**config.mk**
```make
export PLATFORM = sky130hd
export DESIGN_NAME = rbs_reboot_sequencer
export DESIGN_NICKNAME = d
export VERILOG_FILES = /design/src/hdl/rbs_pkg.sv /design/src/hdl/rbs_tmr_if.sv /design/src/hdl/rbs_delay_timer.sv /design/src/hdl/rbs_reboot_sequencer.sv
export SDC_FILE = /design/constraint.sdc
export NUM_CORES = 1
export LEC_CHECK = 0
export BUFFER_PORTS_ARGS = -buffer_cell sky130_fd_sc_hd__clkbuf_2
export CAP_MARGIN = 10
export CORE_MARGIN = 2
export CORE_UTILIZATION = 55
export DETAILED_ROUTE_END_ITERATION = 10
export GPL_ROUTABILITY_DRIVEN = 0
export PLACE_DENSITY = 0.77
export RECOVER_POWER = 50
export SYNTH_ARGS = -nofsm -noshare
export SYNTH_HDL_FRONTEND = slang
export SYNTH_HIERARCHICAL = 1
export SYNTH_SLANG_ARGS = --single-unit
```
**constraint.sdc**
```tcl
create_clock -name clk -period 4.07 [get_ports clk]
set_input_delay 0.407 -clock clk [delete_from_list [all_inputs] [get_ports clk]]
set_output_delay 0.407 -clock clk [all_outputs]
set_load 0.02 [all_outputs]
```
**src/hdl/rbs_pkg.sv**
```systemverilog
// Package: constants, register map and state codes for the reboot sequencer
package rbs_pkg;

   // ----------------------------------------------------------------
   // Register command codes
   // ----------------------------------------------------------------
   localparam logic [7:0] CMP_RBT_PIN_SEL_ADDR = 8'hf7;
   localparam logic [7:0] REBOOT_CTRL_ADDR = 8'hfd;

   // ----------------------------------------------------------------
   // Field positions
   // ----------------------------------------------------------------
   localparam int PIN_RESTART_ENABLE_BIT = 7;
   localparam int RESTART_PIN_PICK_LSB = 4;
   localparam int CMP_PICK_LSB = 0;
   localparam int RESTART_INIT_MODE_LSB = 4;
   localparam int REBOOT_CMD_BIT = 3;
   localparam int RESTART_DELAY_LSB = 0;

   // ----------------------------------------------------------------
   // Values after reset
   // ----------------------------------------------------------------
   localparam logic [7:0] CMP_RBT_PIN_SEL_RESET = 8'h05;
   localparam logic [5:0] REBOOT_CTRL_RESET = 6'h00;
   localparam logic SWITCH_ON_RESET = 1'b1;

   // ----------------------------------------------------------------
   // Timing
   // ----------------------------------------------------------------
   localparam int unsigned CLK_PERIOD_PS = 8000;
   localparam int unsigned MS_IN_PS = 1000000000;
   localparam int unsigned CYC_PER_MS = MS_IN_PS / CLK_PERIOD_PS;
   // Turn-on delay per code, in milliseconds
   localparam logic [16:0] RESTART_WAIT_TIME_MS [8] = '{
      17'd580, 17'd1160, 17'd2320, 17'd4640,
      17'd9280, 17'd18600, 17'd37100, 17'd74200};

   // ----------------------------------------------------------------
   // Sequencer states
   // ----------------------------------------------------------------
   typedef enum logic [0:0] {
      RBS_IDLE = 1'b0,
      RBS_OFF = 1'b1
   } rbs_state_e;

endpackage

```
**src/hdl/rbs_tmr_if.sv**
```systemverilog
// Interface: start, delay code and expiry between sequencer and delay timer
interface rbs_tmr_if;
   logic start;
   logic [2:0] code;
   logic expired;

   modport ctrl (output start, output code, input expired);
   modport timer (input start, input code, output expired);
endinterface

```
**src/hdl/rbs_delay_timer.sv**
```systemverilog
// Module: millisecond-based turn-on delay timer
module rbs_delay_timer #(
   parameter int unsigned TICK_CYCLES = rbs_pkg::CYC_PER_MS
) (
   // Clock and reset
   input wire logic clk,
   input wire logic rstn,
   // Sequencer side
   rbs_tmr_if.timer tmr
);
   import rbs_pkg::*;

   typedef struct packed {
      logic run;
      logic [31:0] pre;
      logic [16:0] ms;
      logic [16:0] limit;
      logic expired;
   } rbs_tmr_s;

   rbs_tmr_s s;
   rbs_tmr_s next_s;

   always_comb
   begin
      next_s = s;
      next_s.expired = 1'b0;
      if (tmr.start)
      begin
         // A new start restarts the wait from zero
         next_s.run = 1'b1;
         next_s.pre = 32'h0;
         next_s.ms = 17'h0;
         next_s.limit = RESTART_WAIT_TIME_MS[tmr.code];
      end
      else if (s.run)
      begin
         if (s.pre == TICK_CYCLES - 1)
         begin
            next_s.pre = 32'h0;
            if (s.ms == s.limit - 17'h1)
            begin
               next_s.run = 1'b0;
               next_s.expired = 1'b1;
            end
            else
            begin
               next_s.ms = s.ms + 17'h1;
            end
         end
         else
         begin
            next_s.pre = s.pre + 32'h1;
         end
      end
   end

   always_ff @(posedge clk or negedge rstn)
   begin
      if (!rstn)
      begin
         s <= '0;
      end
      else
      begin
         s <= next_s;
      end
   end

   assign tmr.expired = s.expired;

   a_expiry_after_run: assert property (@(posedge clk) disable iff (!rstn)
      s.expired |-> $past(s.run) && !s.run)
      else $error("expiry without a running wait");

endmodule

```
**src/hdl/rbs_reboot_sequencer.sv**
```systemverilog
// Module: reboot sequencer with comparator input and reboot pin selection
module rbs_reboot_sequencer #(
   parameter int unsigned TICK_CYCLES = rbs_pkg::CYC_PER_MS
) (
   // Clock and reset
   input wire logic clk,
   input wire logic rstn,
   // Register access by command code
   input wire logic [7:0] reg_addr,
   input wire logic reg_wr,
   input wire logic [15:0] reg_wdata,
   input wire logic reg_rd,
   output logic [15:0] reg_rdata,
   output logic reg_rvalid,
   // General-purpose pins, asynchronous
   input wire logic [7:0] gpio_in,
   // Comparator and power control
   output logic cmp_in,
   output logic switch_on,
   output logic chip_reset,
   output logic reboot_busy
);
   import rbs_pkg::*;

   // ----------------------------------------------------------------
   // State
   // ----------------------------------------------------------------
   typedef struct packed {
      logic [7:0] pin_sel;
      logic [5:0] rbt_ctl;
      rbs_state_e st;
      logic [7:0] gpio_s1;
      logic [7:0] gpio_s2;
      logic [7:0] gpio_s3;
      logic cmp_in;
      logic sw_on;
      logic chip_rst;
      logic tstart;
      logic [2:0] tcode;
      logic [15:0] rdata;
      logic rvalid;
   } rbs_seq_s;

   rbs_seq_s s;
   rbs_seq_s next_s;
   rbs_tmr_if tmr ();

   logic [2:0] comparator_input_pick;
   logic [2:0] restart_trigger_pin_pick;
   logic pin_restart_enable;
   logic [1:0] restart_init_mode;
   logic [2:0] restart_turn_on_delay;
   logic wr_ctl;
   logic cmd_start;
   logic pin_start;
   logic start;

   assign comparator_input_pick = s.pin_sel[CMP_PICK_LSB +: 3];
   assign restart_trigger_pin_pick = s.pin_sel[RESTART_PIN_PICK_LSB +: 3];
   assign pin_restart_enable = s.pin_sel[PIN_RESTART_ENABLE_BIT];
   assign restart_init_mode = s.rbt_ctl[RESTART_INIT_MODE_LSB +: 2];
   assign restart_turn_on_delay = s.rbt_ctl[RESTART_DELAY_LSB +: 3];

   assign wr_ctl = reg_wr && (reg_addr == REBOOT_CTRL_ADDR);
   assign cmd_start = wr_ctl && reg_wdata[REBOOT_CMD_BIT];
   // Rising edge of the picked pin, seen only after two sync stages
   assign pin_start = pin_restart_enable && s.gpio_s2[restart_trigger_pin_pick]
                      && !s.gpio_s3[restart_trigger_pin_pick];
   assign start = cmd_start || pin_start;

   // ----------------------------------------------------------------
   // Next-state logic
   // ----------------------------------------------------------------
   always_comb
   begin
      next_s = s;
      next_s.tstart = 1'b0;
      next_s.rvalid = reg_rd;
      next_s.gpio_s1 = gpio_in;
      next_s.gpio_s2 = s.gpio_s1;
      next_s.gpio_s3 = s.gpio_s2;
      next_s.cmp_in = s.gpio_s2[comparator_input_pick];

      if (reg_wr && reg_addr == CMP_RBT_PIN_SEL_ADDR)
      begin
         // Reserved upper byte and bit 3 are not stored
         next_s.pin_sel = {reg_wdata[7:4], 1'b0, reg_wdata[2:0]};
      end
      if (wr_ctl)
      begin
         // Bit 3 is never cleared by the sequence itself, only by a write
         next_s.rbt_ctl = reg_wdata[5:0];
      end

      if (start)
      begin
         // Delay taken from the value being written when the command starts it
         next_s.tcode = cmd_start ? reg_wdata[RESTART_DELAY_LSB +: 3] : restart_turn_on_delay;
         next_s.tstart = 1'b1;
         next_s.st = RBS_OFF;
         next_s.sw_on = 1'b0;
         next_s.chip_rst = cmd_start ? !reg_wdata[RESTART_INIT_MODE_LSB + 1]
                                     : !restart_init_mode[1];
      end
      else
      begin
         case (s.st)
            RBS_IDLE:
            begin
               next_s.sw_on = 1'b1;
               next_s.chip_rst = 1'b0;
            end
            RBS_OFF:
            begin
               if (tmr.expired)
               begin
                  next_s.st = RBS_IDLE;
                  next_s.sw_on = 1'b1;
                  next_s.chip_rst = 1'b0;
               end
            end
            default:
            begin
               next_s.st = RBS_IDLE;
            end
         endcase
      end

      case (reg_addr)
         CMP_RBT_PIN_SEL_ADDR: next_s.rdata = {8'h00, s.pin_sel};
         REBOOT_CTRL_ADDR: next_s.rdata = {10'h000, s.rbt_ctl};
         default: next_s.rdata = 16'h0000;
      endcase
   end

   // ----------------------------------------------------------------
   // State register
   // ----------------------------------------------------------------
   always_ff @(posedge clk or negedge rstn)
   begin
      if (!rstn)
      begin
         s <= '0;
         s.pin_sel <= CMP_RBT_PIN_SEL_RESET;
         s.rbt_ctl <= REBOOT_CTRL_RESET;
         s.st <= RBS_IDLE;
         s.sw_on <= SWITCH_ON_RESET;
      end
      else
      begin
         s <= next_s;
      end
   end

   assign tmr.start = s.tstart;
   assign tmr.code = s.tcode;

   rbs_delay_timer #(
      .TICK_CYCLES(TICK_CYCLES)
   ) u_timer (
      .clk(clk),
      .rstn(rstn),
      .tmr(tmr)
   );

   assign reg_rdata = s.rdata;
   assign reg_rvalid = s.rvalid;
   assign cmp_in = s.cmp_in;
   assign switch_on = s.sw_on;
   assign chip_reset = s.chip_rst;
   assign reboot_busy = (s.st == RBS_OFF);

   // ----------------------------------------------------------------
   // Assertions
   // ----------------------------------------------------------------
   // Expected pin spelled out for picks 5 to 7 so a wrong index in the mux is caught
   a_cmp_high_route: assert property (@(posedge clk) disable iff (!rstn)
      comparator_input_pick[2] && (comparator_input_pick != 3'h4) |=>
      cmp_in == $past(comparator_input_pick == 3'h5 ? s.gpio_s2[5] :
                      (comparator_input_pick == 3'h6 ? s.gpio_s2[6] : s.gpio_s2[7])))
      else $error("comparator input not routed from picked pin");

   a_chip_reset_mode: assert property (@(posedge clk) disable iff (!rstn)
      cmd_start && !reg_wdata[5] |=> chip_reset && !switch_on)
      else $error("chip reset missing for init mode 0x");

   a_no_reset_mode: assert property (@(posedge clk) disable iff (!rstn)
      cmd_start && reg_wdata[5:4] == 2'b10 |=> !chip_reset && !switch_on ##1 !chip_reset)
      else $error("chip reset raised in no-reset mode");

   a_cmd_switch_off: assert property (@(posedge clk) disable iff (!rstn)
      cmd_start |=> !switch_on && reboot_busy ##1 tmr.start == 1'b0)
      else $error("reboot command did not turn the switch off");

   a_cmd_bit_kept: assert property (@(posedge clk) disable iff (!rstn)
      tmr.expired && s.rbt_ctl[REBOOT_CMD_BIT] && !wr_ctl |=> s.rbt_ctl[REBOOT_CMD_BIT])
      else $error("reboot bit cleared by the sequence");

   a_on_after_expiry: assert property (@(posedge clk) disable iff (!rstn)
      $rose(switch_on) |-> $past(tmr.expired))
      else $error("switch restored before the wait expired");

   a_pin_trigger: assert property (@(posedge clk) disable iff (!rstn)
      pin_start && !cmd_start |=> !switch_on && chip_reset == !$past(restart_init_mode[1]))
      else $error("pin trigger did not start a reboot");

   a_reserved_zero: assert property (@(posedge clk) disable iff (!rstn)
      reg_rvalid && $past(reg_addr) == REBOOT_CTRL_ADDR |-> reg_rdata[15:6] == 10'h000)
      else $error("reserved reboot control bits read nonzero");

   c_cmd_reboot: cover property (@(posedge clk) disable iff (!rstn)
      cmd_start ##1 (!switch_on && reboot_busy));
   c_restore: cover property (@(posedge clk) disable iff (!rstn)
      reboot_busy && tmr.expired ##1 (switch_on && !reboot_busy));
   c_pin_reboot: cover property (@(posedge clk) disable iff (!rstn)
      pin_start ##1 reboot_busy);
   c_no_reset: cover property (@(posedge clk) disable iff (!rstn)
      cmd_start && reg_wdata[5:4] == 2'b10);
   c_restart_busy: cover property (@(posedge clk) disable iff (!rstn)
      reboot_busy && start);

endmodule

```
**After elaboration in Yosys (flattened, before gate mapping)**

Memories as Yosys holds them, arrays and structs flattened. A register that Yosys moved wholly into a read port is not among the register bits.
Index checks and enable logic that the tools add are counted.

- Bits in registers: 113
- Bits in read-only memories: 136
- Bits of input ports: 36
- Output and inout bits: 21
- Logic and storage cells: 71
- Memories: 1

Memory list:

| name | words | bits a word | rd ports | clocked after memory_dff | write ports | RTL line | text |
|---|---|---|---|---|---|---|---|
| (no name shown) | 8 | 17 | 1 | 1 | 0 | rbs_delay_timer.sv:34 | `next_s.limit = RESTART_WAIT_TIME_MS[tmr.code];` |

- Add/sub/neg operators: 3
- Order comparisons: 2
- Eq/ne operators: 6
- Mux-type cells: 27
- Bitwise operators: 2
- Reductions and logical operators: 13

Operators with widths:

| cell | number |
|---|---|
| 50-bit two-way mux | 2 |
| 17-bit two-way mux | 2 |
| 32-bit by 1-bit adder with 32-bit output (second input constant) | 1 |
| 32-bit by 17-bit equality test with 1-bit output (second input constant) | 1 |
| 32-bit two-way mux | 1 |
| 17-bit by 1-bit adder with 17-bit output (second input constant) | 1 |
| 17-bit equality test | 1 |
| 17-bit by 1-bit subtractor with 17-bit output (second input constant) | 1 |
| 8-bit equality test (second input constant) | 2 |
| 8-bit one-hot mux with 2 select lines | 1 |
| 1-bit two-way mux | 13 |
| 1-bit binary-select mux with 3-bit select | 3 |
| 3-bit by 4-bit < comparator with 1-bit output (second input constant) | 2 |
| 1-bit logical AND | 5 |
| 1-bit zero test | 4 |
| 2-bit two-way mux | 2 |
| 4-bit two-way mux | 1 |
| 3-bit inverter with 4-bit output | 1 |
| 2-bit one-hot mux with 2 select lines | 1 |
| 2-bit nonzero test | 2 |
| 3-bit two-way mux | 1 |
| 3-bit by 1-bit != test with 1-bit output (second input constant) | 1 |
| 3-bit AND reduction | 1 |
| 2-bit != test (second input constant) | 1 |
| other kinds (2) | 2 |

**Depth between registers and ports, before layout**

- Depth in word-level cells: 6
- Gate-level depth with buffers: 11

**By module**

Netlist, hierarchy kept.

By module, submodules not included:

| module | times used | cells an instance | area an instance (um2) | seq. area each (um2) |
|---|---|---|---|---|
| rbs_delay_timer | 1 | 471 | 4002.6 | 1601.5 |
| rbs_reboot_sequencer | 1 | 144 | 2130.8 | 1355.0 |

**Worst setup path after synthesis**

OpenSTA, ideal clock, no wires.

- Path kind: register -> register
- Start point: register u_timer/s[3] (netlist name)
- End point: register u_timer/s[19] (netlist name)
- Arrival time: 2423 ps
- Data required time: 3951 ps
- Path slack: 1528 ps
- Cell stages (with the launch flop): 12
- Path buffers: 2
- Clock period less this slack: 2542 ps
- Cell sequence: dfrtp_1 > buf_4 > inv_1 > ha_1 > nor2b_1 > nand2_1 > o311ai_1 > nor2_1 > o41ai_4 > buf_6 > nor3_1 > o21ba_1

- Word-level cells in the longest chain between the ends: 4

Ends and longest elaborated chain:

| item | RTL line | text |
|---|---|---|
| 17-bit by 1-bit subtractor with 17-bit output | rbs_delay_timer.sv:41 | `if (s.ms == s.limit - 17'h1)` |
| 17-bit equality test | rbs_delay_timer.sv:41 |  |
| 2-bit != test (no source line) | - |  |
| 3-bit AND reduction (no source line) | - |  |
| end signal: assignment | rbs_delay_timer.sv:66 | `s <= next_s;` |
| end: declaration | rbs_delay_timer.sv:21 | `rbs_tmr_s s;` |

No other way between the ends.
A chain may end at the register's enable or synchronous reset.

**Worst setup path in the final report**

- Start point: register u_timer/s[8] (netlist name)
- End point: register u_timer/s[18] (netlist name)

- Word-level cells in the longest chain between the ends: 4

Ends and longest elaborated chain:

| item | RTL line |
|---|---|
| 17-bit by 1-bit subtractor with 17-bit output | rbs_delay_timer.sv:41 |
| 17-bit equality test | rbs_delay_timer.sv:41 |
| 2-bit != test (no source line) | - |
| 3-bit AND reduction (no source line) | - |

No other way between the ends.

==> metrics.cfg <==
[global_routing]
grt_max_degree = 61
grt_pass1_vias = 4882
grt_pass1_wl_mm = 22.8
grt_overflow = 0
track_usage_pct = 24.5
antenna_found_initial = 0

[clocking]
cts_made_buffers = 17
cts_buffer_depth = 2
clock_tree.root_cell = clkbuf_8
clkTransAtPathRegs_ps = 60
clk_latency_ps = 510
h-tree-depth = 4
cts_tree = built
cts_sinks = 118

[placed_design]
portBuffers = 40
dpl_cell_area_um2 = 6280
dp.cells = 762
dp_hpwl_mm = 8.42

[routing]
wire_per_inst_um = 16.6
wl_mm = 13.4
dr.pass1.iters = 5
drc = 0
vias_per_cell = 6.12
ant_nets = 0
drt_iter0_drc = 442
vias = 4923

[synthesis]
synthesis.area_um2 = 6130
synth_area_leaders = dfrtp_1, o21ai_0, nand2_1
synth_ff_type = dfrtp_1
synth_top_area_share_pct = 46.9
yosys_warnings = 6
yosysUniqueCellTypes = 66
syn_area_per_cell_um2 = 9.97
synth_top_area_cell = dfrtp_1
ys_seq_area_share_pct = 48.2
async_flop_share_pct = 100
synth-edff-count = 0
ys_ff_latch = 118
syn_inst = 615

[worst_setup_path]
cp_data_arrival_time_ps = 3560
critical_path_class = reg -> reg
endpoint_kind = flip-flop
cp-start-kind = flip-flop
worstPathMaxFanout = 22
required_ps = 4380

[min_path]
min_path_type = in -> reg

[pwr]
power.leakage_nw = 3.00
vdd_ir_drop_max_mv = 0.505
p_total_mw = 3.57
powerDensity_nw_per_um2 = 517

[floorplanning]
die_x_um = 110
dieArea_um2 = 12000
initial_core_util_pct = 56.6
die_y_um = 110
core-area_um2 = 10800
io_pins = 57
num_rows = 38

[final_layout]
nNetsFinal = 694
syn_to_final_growth_pct = 12.7
final_cell_mix = dfrtp_1, nand2_1, o21ai_0
multi_input_area_um2 = 2810
fin_area_um2 = 6910
final_cells = 804
layout-drive-gt1-share_pct = 15.2
regArea_um2 = 2960
final_common_cell = dfrtp_1
n_fill_cell = 857
diodes = 0

[timing]
final_max_slew_viol_count = 47
rsz0062_at_grt = false
hold_slack_ps = 116
hold_viol = 0
worstMarginPinSlew_ps = 1840
slew_headroom_pct = -22.4
fin_crit_sh_pct = 80.0
setup_viol = 0
clock.fmax_mhz = 307
finalCriticalPeriod_ps = 3260
fin_skew_ps = 8.48
finalSetupTns_ps = 0

[status]
status = complete, but fails checks
violations = capacitance limit, slew limit

[flow_run]
cap_violations = 1

==> registers in the layout, indices dropped and copies added (netlist names), 2 cells and up <==
register,flops
comparator_input_pick,3
next_s,16
reg_rdata,8
restart_init_mode,2
restart_trigger_pin_pick,3
restart_turn_on_delay,3
s,9
tmr.code,3
u_timer/s,63
==> cell type report <==
type                       count  area share (%)
sequential                   118            42.8
inverter                      17           0.923
clock inverter                15            2.43
timing repair buffer          55            4.71
multi-input combinational    442            40.6
tap                          140            2.53
clock buffer                  17            5.99
==> worst max-delay path, cell delays in order, from the launching register on <==
cell and delay, ps:
dfrtp_1 500, inv_1 110, ha_1 310, nor2b_1 340, nand2_1 120, o311ai_1 320
nor2_1 150, o41ai_4 670, buf_4 340, or3_2 140, a21oi_1 60
==> path summary, 6_finish.rpt <==
check,startpoint,slack (ps),cells past startpoint,to
min,reg_wdata[7],120,2,pin_restart_enable
max,u_timer/s[8],810,10,u_timer/s[18]
min in group asynchronous,rstn,490,2,s[52]
max in group asynchronous,rstn,1890,3,u_timer/s[60]
max reg2reg,u_timer/s[8],810,10,u_timer/s[18]
min reg2reg,next_s[38],350,0,next_s[30]
==> repair_timing <==
item | 4_1_cts | 5_1_grt
hold buffers | 10 | 0
resized for setup | 0 | 0
hold endpoints to repair | 64 | 0
buffers inserted | 0 | 0
==> cells by family (layout without fill, tap and decap cells) <==
logic type,Yosys count,in the layout,synth area share (%)
simple gates,241,241,21.9
compound gates,146,146,14.8
flops,118,118,48.2
mux,27,27,5.94
buf+inv,62,104,5.81
other cells,1,8,0.0611
xor+xnor,13,13,1.86
fa+ha+maj,7,7,1.43
==> metal layers <==
metal / vias to the layer above / share of wire, % / routed length (µm) / track usage, %
met5: - / 0 / 0 / 0
met1: 2454 / 43 / 5770 / 30.9
li1: 2292 / - / - / -
met4: 0 / 0.91 / 122 / 7.69
met3: 10 / 5.0 / 661 / 6.34
met2: 167 / 51 / 6800 / 41.4
==> synthesized netlist by cell type (all sizes together) (2+ instances only) <==
cell    number
a21o         6
a21oi       36
a22o         5
a22oi        6
a31oi       14
and2         4
and3        12
and4         5
buf         29
clkbuf      16
dfrtp      115
dfstp        3
ha           7
inv         17
mux2        17
mux2i        6
mux4         4
nand2       58
nand2b      10
nand3       22
nand3b       4
nand4       17
nor2        39
nor2b        7
nor3        10
nor3b        2
nor4        15
nor4b        2
o211ai       2
o21a         2
o21ai       57
o311ai       2
o31ai        9
or2          5
or3         15
or4         11
xnor2        9
xor2         4
==> stage by stage <==
stage,utilization [%],setup WS (ps)
2_1_floorplan,-,1530
3_3_place_gp,58.0,1060
3_5_place_dp,58.0,950
4_1_cts,64.2,932
5_1_grt,63.7,502
6_report,63.7,815
==> where the power goes <==
group          internal [mW]  switching [mW]  total [mW]
Sequential              1.26           0.146        1.40
Combinational          0.296           0.420       0.716
Clock                  0.884           0.571        1.45
Total                   2.44            1.14        3.57
No activity file was read; power rests on OpenSTA's default activity.
